<file path="src/design/buf_base_defines.svh">
// constants of the buffer base state command and of the issuing controller
// assumes inclusion by bare name from every design file that needs them
`ifndef BUF_BASE_DEFINES_SVH
`define BUF_BASE_DEFINES_SVH

// header fields of dword 0
`define HDR_TYPE_HI       31
`define HDR_TYPE_LO       29
`define HDR_TYPE_VAL      3'h3
`define HDR_PIPE_HI       28
`define HDR_PIPE_LO       27
`define HDR_PIPE_VAL      2'h2
`define HDR_OPC_HI        26
`define HDR_OPC_LO        24
`define HDR_OPC_VAL       3'h4
`define HDR_SUB_HI        23
`define HDR_SUB_LO        16
`define HDR_SUB_VAL       8'h03
`define HDR_LEN_HI        15
`define HDR_LEN_LO        0
`define HDR_LEN_VAL       16'h0048

// payload dword positions
`define DW_STREAM_ROW     7'h01
`define DW_MVP_ROW        7'h02
`define DW_MB_INFO        7'h03
`define DW_IT_DATA        7'h04
`define DW_DEBLOCK        7'h05
`define DW_COL_RD_FIRST   7'h06
`define DW_COL_RD_LAST    7'h25
`define DW_COL_WR_TOP     7'h26
`define DW_COL_WR_BOT     7'h27
`define DW_POC_FIRST      7'h28
`define DW_POC_LAST       7'h49

// address field positions
`define ADDR_HI           31
`define ADDR_LO           6
`define IT_BASE_LO        12
`define IT_OFF_HI         11

// layout of the working buffers in bytes per macroblock, row width in macroblocks, store selectors and POC entry count
`define STREAM_ROW_MBAFF  32'd96
`define STREAM_ROW_PLAIN  32'd48
`define MVP_ROW_MBAFF     32'd64
`define MVP_ROW_PLAIN     32'd32
`define MB_INFO_BYTES     32'd64
`define DEBLOCK_BYTES     32'd128
`define COL_MV_BYTES      32'd64
`define COL_ROW_MBS       32'd128
`define IT_SLOT_BYTES     32'd2048
`define STORE_SEL_SHARED  5'h0f
`define STORE_SEL_OWN     5'h10
`define POC_ENTRIES       6'h22

// controller registers, byte addresses
`define REG_CTRL          12'h000
`define REG_STATUS        12'h004
`define REG_PAYLOAD       12'h100
`define CTRL_GO_BIT       0
`define STAT_BUSY_BIT     0
`define STAT_DONE_BIT     1

`endif

</file>
<file path="src/design/buf_base_pkg.sv">
// types shared by both ends of the buffer base state link
// assumes buf_base_defines.svh for the numeric constants
package buf_base_pkg;
	typedef logic [31:0] dword_t;
	typedef logic [25:0] cl_addr_t;
	typedef logic [6:0]  dw_idx_t;
	typedef enum logic [1:0] {
		ST_IDLE = 2'b00,
		ST_LOAD = 2'b01,
		ST_SKIP = 2'b11
	} parse_state_t;
	typedef enum logic {
		TX_IDLE = 1'b0,
		TX_SEND = 1'b1
	} send_state_t;
endpackage

</file>
<file path="src/design/buf_base_if.sv">
// dword stream from the command issuer to the state store
// assumes both ends run on the same clock, supplied outside
`timescale 1ns/1ps
interface buf_base_if;
	logic                  dw_valid;
	buf_base_pkg::dword_t  dw_data;
	logic                  dw_ready;

	modport issuer (
		output dw_valid,
		output dw_data,
		input  dw_ready
	);
	modport store (
		input  dw_valid,
		input  dw_data,
		output dw_ready
	);
endinterface

</file>
<file path="src/design/cmd_header_check.sv">
// combinational check of a command header dword
// assumes the caller samples the result only on a header dword
`timescale 1ns/1ps
`include "buf_base_defines.svh"
module cmd_header_check (
	// header under test
	input  wire buf_base_pkg::dword_t hdr,
	// verdict
	output logic                      hit,
	output logic [15:0]               length
);
	import buf_base_pkg::*;

	always_comb begin
		length = hdr[`HDR_LEN_HI:`HDR_LEN_LO];
		hit    = (hdr[`HDR_TYPE_HI:`HDR_TYPE_LO] == `HDR_TYPE_VAL)
		      && (hdr[`HDR_PIPE_HI:`HDR_PIPE_LO] == `HDR_PIPE_VAL)
		      && (hdr[`HDR_OPC_HI:`HDR_OPC_LO] == `HDR_OPC_VAL)
		      && (hdr[`HDR_SUB_HI:`HDR_SUB_LO] == `HDR_SUB_VAL)
		      && (hdr[`HDR_LEN_HI:`HDR_LEN_LO] == `HDR_LEN_VAL);
	end
endmodule // cmd_header_check

</file>
<file path="src/design/base_state_store.sv">
// state store end: parses the buffer base state command, holds the bases
// assumes one clock with the issuer; the decoder queries addresses beside it
//
// The placing of the registers and strobed register access were chosen for this implementation.
`timescale 1ns/1ps
`include "buf_base_defines.svh"
module base_state_store #(
	parameter int unsigned SLOT_BYTES = 2048
) (
	// clock and reset
	input  wire logic                     clk,
	input  wire logic                     rst_n,
	// command dwords from the issuer
	buf_base_if.store                     cmd,
	// decoder queries
	input  wire logic [6:0]               mb_x,
	input  wire logic [7:0]               mb_y,
	input  wire logic [13:0]              mb_num,
	input  wire logic                     mbaff,
	input  wire logic [4:0]               col_ref_idx,
	input  wire logic [4:0]               current_store_selector,
	input  wire logic                     bottom_field,
	input  wire logic [5:0]               frame_store_index,
	input  wire logic                     poc_bottom,
	// addresses and values for the decoder
	output buf_base_pkg::dword_t          stream_row_addr_r,
	output buf_base_pkg::dword_t          mvp_row_addr_r,
	output buf_base_pkg::dword_t          mb_info_addr_r,
	output buf_base_pkg::dword_t          it_data_addr_r,
	output buf_base_pkg::dword_t          it_indirect_start_r,
	output buf_base_pkg::dword_t          deblock_addr_r,
	output buf_base_pkg::dword_t          col_rd_addr_r,
	output buf_base_pkg::dword_t          col_wr_addr_r,
	output logic                          col_wr_valid_r,
	output buf_base_pkg::dword_t          poc_value_r,
	// command status
	output logic                          state_loaded_r,
	output logic                          load_done_r,
	output logic                          hdr_error_r
);
	import buf_base_pkg::*;

	if (SLOT_BYTES < 64 || SLOT_BYTES % 64 != 0) begin : g_slot_check
		$error("SLOT_BYTES must be a non-zero multiple of 64");
	end

	parse_state_t state_r;
	dw_idx_t      idx_r;
	logic [15:0]  remain_r;
	logic         take;
	logic         hdr_hit;
	logic [15:0]  hdr_len;
	logic         dw_ready_r;

	cl_addr_t     stream_row_r;
	cl_addr_t     mvp_row_r;
	cl_addr_t     mb_info_r;
	logic [19:0]  it_base_r;
	logic [5:0]   it_off_r;
	cl_addr_t     deblock_r;
	cl_addr_t     col_wr_top_r;
	cl_addr_t     col_wr_bot_r;
	cl_addr_t     col_rd_r [32];
	dword_t       poc_r [34];

	assign cmd.dw_ready = dw_ready_r;
	assign take         = cmd.dw_valid && dw_ready_r;

	cmd_header_check u_hdr (
		.hdr    (cmd.dw_data),
		.hit    (hdr_hit),
		.length (hdr_len)
	);

	// never stalls the issuer: every dword is taken the cycle it is offered
	always_ff @(posedge clk or negedge rst_n) begin
		if (!rst_n)
			dw_ready_r <= 1'b0;
		else
			dw_ready_r <= 1'b1;
	end

	// a foreign or malformed command is skipped by its own length field
	always_ff @(posedge clk or negedge rst_n) begin
		if (!rst_n) begin
			state_r  <= ST_IDLE;
			idx_r    <= '0;
			remain_r <= '0;
		end else if (take) begin
			unique case (state_r)
				ST_IDLE: begin
					idx_r    <= `DW_STREAM_ROW;
					remain_r <= hdr_len + 16'h0001;
					if (hdr_hit)
						state_r <= ST_LOAD;
					else
						state_r <= ST_SKIP;
				end
				ST_LOAD: begin
					idx_r <= idx_r + 7'h01;
					if (idx_r == `DW_POC_LAST)
						state_r <= ST_IDLE;
				end
				ST_SKIP: begin
					remain_r <= remain_r - 16'h0001;
					if (remain_r == 16'h0001)
						state_r <= ST_IDLE;
				end
				default: state_r <= ST_IDLE;
			endcase
		end
	end

	always_ff @(posedge clk or negedge rst_n) begin
		if (!rst_n) begin
			load_done_r    <= 1'b0;
			hdr_error_r    <= 1'b0;
			state_loaded_r <= 1'b0;
		end else begin
			load_done_r <= take && state_r == ST_LOAD && idx_r == `DW_POC_LAST;
			hdr_error_r <= take && state_r == ST_IDLE && !hdr_hit;
			if (take && state_r == ST_LOAD && idx_r == `DW_POC_LAST)
				state_loaded_r <= 1'b1;
		end
	end

	// fields change only on a payload dword of a matching command
	always_ff @(posedge clk or negedge rst_n) begin
		if (!rst_n) begin
			stream_row_r <= '0;
			mvp_row_r    <= '0;
			mb_info_r    <= '0;
			it_base_r    <= '0;
			it_off_r     <= '0;
			deblock_r    <= '0;
			col_wr_top_r <= '0;
			col_wr_bot_r <= '0;
			for (int i = 0; i < 32; i++)
				col_rd_r[i] <= '0;
			for (int i = 0; i < 34; i++)
				poc_r[i] <= '0;
		end else if (take && state_r == ST_LOAD) begin
			// reserved low six bits of address dwords are dropped; POC dwords are stored whole
			if (idx_r == `DW_STREAM_ROW)
				stream_row_r <= cmd.dw_data[`ADDR_HI:`ADDR_LO];
			if (idx_r == `DW_MVP_ROW)
				mvp_row_r <= cmd.dw_data[`ADDR_HI:`ADDR_LO];
			if (idx_r == `DW_MB_INFO)
				mb_info_r <= cmd.dw_data[`ADDR_HI:`ADDR_LO];
			if (idx_r == `DW_IT_DATA) begin
				it_base_r <= cmd.dw_data[`ADDR_HI:`IT_BASE_LO];
				it_off_r  <= cmd.dw_data[`IT_OFF_HI:`ADDR_LO];
			end
			if (idx_r == `DW_DEBLOCK)
				deblock_r <= cmd.dw_data[`ADDR_HI:`ADDR_LO];
			if (idx_r >= `DW_COL_RD_FIRST && idx_r <= `DW_COL_RD_LAST)
				col_rd_r[5'(idx_r - `DW_COL_RD_FIRST)] <= cmd.dw_data[`ADDR_HI:`ADDR_LO];
			if (idx_r == `DW_COL_WR_TOP)
				col_wr_top_r <= cmd.dw_data[`ADDR_HI:`ADDR_LO];
			if (idx_r == `DW_COL_WR_BOT)
				col_wr_bot_r <= cmd.dw_data[`ADDR_HI:`ADDR_LO];
			if (idx_r >= `DW_POC_FIRST)
				poc_r[6'(idx_r - `DW_POC_FIRST)] <= cmd.dw_data;
		end
	end

	// address arithmetic; one cycle from query to answer
	logic [31:0] slot_off;
	logic [31:0] col_off;
	logic [5:0]  poc_idx;
	cl_addr_t    col_wr_base;
	logic        col_wr_ok;

	always_comb begin
		slot_off = 32'(mb_num) * 32'(SLOT_BYTES);
		// width is fixed, so the buffer grows only with picture height
		col_off  = (32'(mb_y) * `COL_ROW_MBS + 32'(mb_x)) * `COL_MV_BYTES;
		poc_idx  = {frame_store_index[5:1], poc_bottom};
		col_wr_ok   = 1'b1;
		col_wr_base = col_rd_r[0];
		if (current_store_selector == `STORE_SEL_OWN)
			col_wr_base = bottom_field ? col_wr_bot_r : col_wr_top_r;
		else if (current_store_selector > `STORE_SEL_SHARED) begin
			col_wr_ok   = 1'b0;
			col_wr_base = '0;
		end
	end

	always_ff @(posedge clk or negedge rst_n) begin
		if (!rst_n) begin
			stream_row_addr_r   <= '0;
			mvp_row_addr_r      <= '0;
			mb_info_addr_r      <= '0;
			it_data_addr_r      <= '0;
			it_indirect_start_r <= '0;
			deblock_addr_r      <= '0;
			col_rd_addr_r       <= '0;
			col_wr_addr_r       <= '0;
			col_wr_valid_r      <= 1'b0;
			poc_value_r         <= '0;
		end else begin
			stream_row_addr_r <= {stream_row_r, 6'h00}
				+ 32'(mb_x) * (mbaff ? `STREAM_ROW_MBAFF : `STREAM_ROW_PLAIN);
			mvp_row_addr_r <= {mvp_row_r, 6'h00}
				+ 32'(mb_x) * (mbaff ? `MVP_ROW_MBAFF : `MVP_ROW_PLAIN);
			mb_info_addr_r <= {mb_info_r, 6'h00} + 32'(mb_num) * `MB_INFO_BYTES;
			it_data_addr_r <= {it_base_r, it_off_r, 6'h00} + slot_off;
			// the 4KB base belongs to the indirect base of the consumer
			it_indirect_start_r <= {20'h00000, it_off_r, 6'h00} + slot_off;
			deblock_addr_r <= {deblock_r, 6'h00} + 32'(mb_num) * `DEBLOCK_BYTES;
			col_rd_addr_r  <= {col_rd_r[col_ref_idx], 6'h00} + col_off;
			col_wr_addr_r  <= col_wr_ok ? {col_wr_base, 6'h00} + col_off : 32'h00000000;
			col_wr_valid_r <= col_wr_ok;
			// ids 0 and 1 name the current picture's two fields
			poc_value_r <= (poc_idx < `POC_ENTRIES) ? poc_r[poc_idx] : 32'h00000000;
		end
	end
endmodule // base_state_store

</file>
<file path="src/flat_wrapper.sv">
// flat-port wrapper written by rule: the top's interface ports become plain ports
module base_state_store_flat import buf_base_pkg::*;
#(
	parameter int unsigned SLOT_BYTES = 2048
)
  (clk, rst_n, mb_x, mb_y, mb_num, mbaff, col_ref_idx, current_store_selector, bottom_field, frame_store_index, poc_bottom, stream_row_addr_r, mvp_row_addr_r, mb_info_addr_r, it_data_addr_r, it_indirect_start_r, deblock_addr_r, col_rd_addr_r, col_wr_addr_r, col_wr_valid_r, poc_value_r, state_loaded_r, load_done_r, hdr_error_r, cmd_dw_valid, cmd_dw_data, cmd_dw_ready);
  buf_base_if cmd_i ();
  input  wire logic clk;
  input  wire logic rst_n;
  input  wire logic [6:0] mb_x;
  input  wire logic [7:0] mb_y;
  input  wire logic [13:0] mb_num;
  input  wire logic mbaff;
  input  wire logic [4:0] col_ref_idx;
  input  wire logic [4:0] current_store_selector;
  input  wire logic bottom_field;
  input  wire logic [5:0] frame_store_index;
  input  wire logic poc_bottom;
  output buf_base_pkg::dword_t stream_row_addr_r;
  output buf_base_pkg::dword_t mvp_row_addr_r;
  output buf_base_pkg::dword_t mb_info_addr_r;
  output buf_base_pkg::dword_t it_data_addr_r;
  output buf_base_pkg::dword_t it_indirect_start_r;
  output buf_base_pkg::dword_t deblock_addr_r;
  output buf_base_pkg::dword_t col_rd_addr_r;
  output buf_base_pkg::dword_t col_wr_addr_r;
  output logic col_wr_valid_r;
  output buf_base_pkg::dword_t poc_value_r;
  output logic state_loaded_r;
  output logic load_done_r;
  output logic hdr_error_r;
  input wire logic [$bits(cmd_i.dw_valid)-1:0] cmd_dw_valid;
  input wire logic [$bits(cmd_i.dw_data)-1:0] cmd_dw_data;
  output wire logic [$bits(cmd_i.dw_ready)-1:0] cmd_dw_ready;
  assign cmd_i.dw_valid = cmd_dw_valid;
  assign cmd_i.dw_data = cmd_dw_data;
  assign cmd_dw_ready = cmd_i.dw_ready;
  base_state_store #(.SLOT_BYTES(SLOT_BYTES)) u_core (.clk(clk), .rst_n(rst_n), .cmd(cmd_i), .mb_x(mb_x), .mb_y(mb_y), .mb_num(mb_num), .mbaff(mbaff), .col_ref_idx(col_ref_idx), .current_store_selector(current_store_selector), .bottom_field(bottom_field), .frame_store_index(frame_store_index), .poc_bottom(poc_bottom), .stream_row_addr_r(stream_row_addr_r), .mvp_row_addr_r(mvp_row_addr_r), .mb_info_addr_r(mb_info_addr_r), .it_data_addr_r(it_data_addr_r), .it_indirect_start_r(it_indirect_start_r), .deblock_addr_r(deblock_addr_r), .col_rd_addr_r(col_rd_addr_r), .col_wr_addr_r(col_wr_addr_r), .col_wr_valid_r(col_wr_valid_r), .poc_value_r(poc_value_r), .state_loaded_r(state_loaded_r), .load_done_r(load_done_r), .hdr_error_r(hdr_error_r));
endmodule
</file>
<file path="config.mk">
export PLATFORM = sky130hd
export DESIGN_NAME = base_state_store_flat
export DESIGN_NICKNAME = d
export VERILOG_FILES = /design/src/design/buf_base_pkg.sv /design/src/design/buf_base_if.sv /design/src/design/cmd_header_check.sv /design/src/design/base_state_store.sv /design/src/flat_wrapper.sv
export VERILOG_INCLUDE_DIRS = /design/src /design/src/design
export SDC_FILE = /design/constraint.sdc
export NUM_CORES = 2
export LEC_CHECK = 0
export BUFFER_PORTS_ARGS = -buffer_cell sky130_fd_sc_hd__buf_2
export CAP_MARGIN = 20
export CORE_ASPECT_RATIO = 1.4
export CORE_MARGIN = 2
export CORE_UTILIZATION = 35
export DETAILED_ROUTE_END_ITERATION = 7
export SLEW_MARGIN = 15
export SYNTH_ARGS = -nofsm -noshare
export SYNTH_HDL_FRONTEND = slang
export SYNTH_SLANG_ARGS = --single-unit
</file>
<file path="constraint.sdc">
create_clock -name clk -period 3.4 [get_ports clk]
set_input_delay 0.68 -clock clk [delete_from_list [all_inputs] [get_ports clk]]
set_output_delay 0.68 -clock clk [all_outputs]
set_load 0.005 [all_outputs]
</file>
; Yosys cells after proc, flatten, opt, wreduce, memory -nomap -nowiden
; Index checks and enable logic that the tools add are counted.
[totals]
word_cells = 196
output_inout_bits = 293
ff_bits = 2420
[op_classes]
n_reduce_logical = 28
add_sub_neg = 14
n_lt_le_gt_ge = 11
bitwise_logic = 4
n_eq_ne = 19
muxes = 27
multipliers = 2
[op_table]
columns = operator, count
row1 = $bwmux W1088, 1
row2 = $bwmux W832, 1
row3 = $bmux W32 S6, 1
row4 = $demux W32 S6, 1
row5 = $mux W32, 5
row6 = $mux W26, 6
row7 = $bmux W26 S5, 1
row8 = $demux W26 S5, 1
row9 = $add A32 B32 Y32, 4
row10 = $mul A7 B32 Y32, 2
row11 = $add A32 B20 Y32, 1
row12 = $add A32 B21 Y32, 1
row13 = $add A32 B25 Y32, 1
row14 = $pmux W16 S2, 1
row15 = $add A12 B25 Y26, 1
row16 = $reduce_and A2 Y1, 11
row17 = $add A15 B7 Y16, 1
row18 = $add A16 B1 Y16 const B, 1
row19 = $eq A16 B1 Y1 const B, 1
row20 = $eq A16 B7 Y1 const B, 1
row21 = $sub A16 B1 Y16 const B, 1
row22 = $eq A7 B2 Y1 const B, 2
row23 = $eq A7 B3 Y1 const B, 2
row24 = $eq A7 B6 Y1 const B, 2
row25 = other kinds (33), 55

; Logic depth before layout (Yosys ltp)
[depth]
word_depth = 7
depth_mapped = 19
depth_no_buf = 18

; Hierarchy
; A second synthesis with hierarchy kept.
[hier_totals]
cells_unflattened = 7250
hier_area_um2 = 109771.5
[modules_own_cells]
columns = module, instances, cells_each, area_each_um2
row1 = base_state_store, 1, 7223, 109525.0
row2 = cmd_header_check, 1, 27, 246.5

; Worst setup path before layout
; OpenSTA, ideal clock, no wires.
[synth_path]
path_kind = input to register
from = input col_ref_idx[1]
to = register u_core.col_rd_addr_r[26]
stages = 18
t_required_ns = 3.276
path_slack_ns = -1.373
t_arrival_ns = 4.649
setup_ns = 0.124
cell_sequence = buf_4 -> buf_6 -> buf_4 -> clkbuf_1 -> clkbuf_1 -> mux4_2 -> mux4_2 -> mux2_2 -> ha_1 -> fa_1 -> a211o_1 -> a21oi_1 -> o21ai_0 -> a21oi_1 -> a31oi_1 -> nand2_1 -> nor2_1 -> xnor2_1
[synth_between]
elab_chain_len = 5
[synth_rtl]
columns = item, line
row1 = start: declaration, flat_wrapper.sv:14  ; input wire logic [4:0] col_ref_idx;
row2 = $not A5 Y6 (implied by the code), base_state_store.sv:211  ; col_rd_addr_r <= {col_rd_r[col_ref_idx], 6'h00} + col_off;
row3 = $bmux W26 S5, base_state_store.sv:211
row4 = $mux W26 (implied by the code) (2 in a row), base_state_store.sv:211
row5 = $add A32 B32 Y32, base_state_store.sv:211
row6 = end signal: assignment, base_state_store.sv:211
row7 = end: declaration, base_state_store.sv:32  ; output buf_base_pkg::dword_t col_rd_addr_r,
; No other way between the ends. The select of a mux whose other input is x is not followed.
; A chain may end at the register's enable or synchronous reset.

; Worst setup path after layout
[layout_path]
from = input col_ref_idx[0]
to = register u_core.col_rd_addr_r[31]
; The elaborated chain is that of the path after synthesis.

==> results.cfg <==
[route]
first_pass_iters = 5
routed_via_density = 5.27
ant_nets = 0
drt-total-wl_um = 310000
drc = 0
vias = 64100
drt_iter0_markers = 3443
post_drt_wl_per_cell_um = 25.5

[pwr]
p_sw_frac = 0.252
p_switching_mw = 16.4
seq_power_share = 0.463
power.leakage_nw = 62.6
combPwrFrac = 0.113
vdd_drop_max_mv = 0.407
clock_power_share = 0.424
p_per_area_mw_per_mm2 = 508
p_int_mw = 48.6

[logic_synthesis]
synth_top_area_share = 0.539
ys_seq_area_frac = 0.539
synth_top_cell_by_area = dfrtp_1
synthArstFlopShare = 1.00
ys_ff_latch = 2362
synth.avg_cell_area_sq_um = 15.1
synth_area_leaders = dfrtp_1 54%, mux2_2 21%, mux4_2 11%
synthFlopType = dfrtp_1
ys_types = 74
postSynthCellCount = 7267
syn_area_sq_mm = 0.110
ys_warn_count = 0
synthTopCellsByCount = 2362 x dfrtp_1, 2086 x mux2_2, 550 x mux4_2
synth_edf_count = 0
synth.most_common_cell = dfrtp_1

[sta]
rsz0062_at_grt = true
period_share = 1.08
setup_viol = 24
skew_ns = 0.0551
max_freq_mhz = 272
min_period_ns = 3.67
timing.final.ws_setup_ns = -0.272
worst_pin_slew_ns = 0.989
maxSlewViolCount = 0
hold_slack_ns = 0.0899
finalHoldViolCount = 0
relSlewSlack = 0.340

[placement]
globalplace.congestion = 0.847
hpwlAfterDp_um = 207000
dpl_cell_area_sq_mm = 0.119
numPortBuffers = 323
place_ws_ns = -1.25

[worst_setup_path]
startpoint = col_ref_idx[0]
cp_cell_sequence = buf_8, buf_16, buf_12, mux4_2, mux4_2, mux2_4, ha_4, nand3_1, nor2_2, a21boi_4, o31a_1, buf_6, o21ai_4, and2_4, nor3b_4, xnor2_1
cp_slowest_cell = mux4_2
worst_path_largest_cell_delay_ns = 0.50
cp.required_ns = 4.20
cpMostUsedCell = mux4_2
path_class = primary input to flop
crit_path_end_kind = flop
critPathTopFamily = multiplexers
startpoint_type = primary input
critPathArrivalTime_ns = 4.47
cp.buffers_inverters = 4
r2r_start = u_core.col_rd_r[130]$_DFFE_PN0P_
cp_max_fo = 21

[global_route]
grt_pass1_wl_um = 465000
grt_overflow_total = 0
grt_max_degree = 149
grt_pass1_vias = 69500
track_usage = 0.194
antenna_found_initial = 12

[floorplan]
die_w_um = 477
initial_core_util = 0.351
die_h_um = 666
rows = 243
dieArea_sq_mm = 0.318
core_area_sq_mm = 0.312
ioPinCount = 376

[final_layout]
num-fill-cells = 28400
layout-drive-gt1-share = 0.514
nets = 8062
final_area_sq_mm = 0.128
synthToLayoutAreaGrowth_pct = 16.7

[worst_hold_path]
worstHoldStart = mb_num[4]
worstHoldPathType = primary input to flop

[clocking]
clockBufferDepth = 4
clkTransAtPathRegs_ns = 0.06
cts_tree = yes
clockRootBuffer = clkbuf_16
numCtsBuffers = 245
cts_max_level = 4
clkSinkCount = 2362
clk_latency_ns = 0.92

[job]
max_cap_violations = 0

[status]
outcome = finished, violations left
violations = setup timing
power by group through the flow:
stage	Sequential, mW	Clock, mW	Combinational [mW]
2_1_floorplan	30.3	0	3.99
3_3_place_gp	30.6	0	7.16
3_5_place_dp	30.6	0	7.30
4_1_cts	30.1	28.2	7.35
5_1_grt	30.2	29.3	8.11
6_report	30.1	27.5	7.35
metal layers:
layer  GRT usage  part of all wire  vias to the layer above
met5           0           0.00011                        -
li1            -                 -                    27500
met1       0.237              0.40                    34800
met2       0.353              0.53                     1340
met3      0.0237             0.038                      447
met4      0.0623             0.033                        4
layout make-up:
type	instances	area, sq um	share of cell area
Tap cell	4165	5210	0.0407
Inverter	86	323	0.00252
Timing Repair Buffer	894	7270	0.0568
Antenna cell	6	15.0	0.000117
Multi-Input combinational cell	4219	47900	0.374
Sequential cell	2362	59100	0.462
Clock inverter	69	942	0.00736
Clock buffer	354	7230	0.0564
registers in the layout (all words and copies together) (netlist names), 28 cells and up:
register / flops
u_core.poc_r: 1088
u_core.poc_value_r: 32
u_core.stream_row_addr_r: 28
u_core.col_rd_r: 832
placed cells by master, fill, tap and decap left out, drive strengths merged, types with 124 or more instances in the layout:
| cell | count |
|---|---|
| dfrtp | 2362 |
| mux2 | 2091 |
| ha | 149 |
| nor2 | 172 |
| nand2 | 219 |
| buf | 891 |
| o21ai | 124 |
| mux4 | 550 |
| mux2i | 124 |
| clkbuf | 355 |
timing repair:
action | CTS | global route
buffers inserted | 8 | 10
hold endpoints to repair | 29 | 0
endpoints found under the setup margin | 33 | 39
hold buffers | 2 | 0
pin swaps | 37 | 45
resized for setup | 31 | 39
worst paths after layout:
check	depth (start not counted)	slack (ns)	end
min in group asynchronous	2	0.33	u_core.col_wr_addr_r[25]$_DFF_PN0_
hold reg to reg	0	0.38	u_core.it_indirect_start_r[6]$_DFF_PN0_
max in group asynchronous	3	1.64	u_core.poc_value_r[10]$_DFF_PN0_
setup / recovery	16	-0.27	u_core.col_rd_addr_r[31]$_DFF_PN0_
setup reg to reg	14	-0.26	u_core.col_rd_addr_r[30]$_DFF_PN0_
hold / removal	2	0.09	u_core.it_indirect_start_r[15]$_DFF_PN0_
through the flow:
step           instances  power, mW  TNS (ns)   util
2_1_floorplan       7322       34.3    -19.74      -
3_3_place_gp       11700       37.8    -77.06  0.382
3_5_place_dp       11700       37.9    -78.54  0.382
4_1_cts            12100       65.7     -3.76  0.409
5_1_grt            12200       67.6     -5.98  0.410
6_report           12200       65.0     -3.32  0.410
cells by family after synthesis:
logic type	synth area share
buf+inv	0.0344
flops	0.539
fa+ha+maj	0.0210
xor+xnor	0.0141
mux	0.339
other cells	0.0000685
compound gates	0.0229
simple gates	0.0295
(Power assumes the default switching activity.)
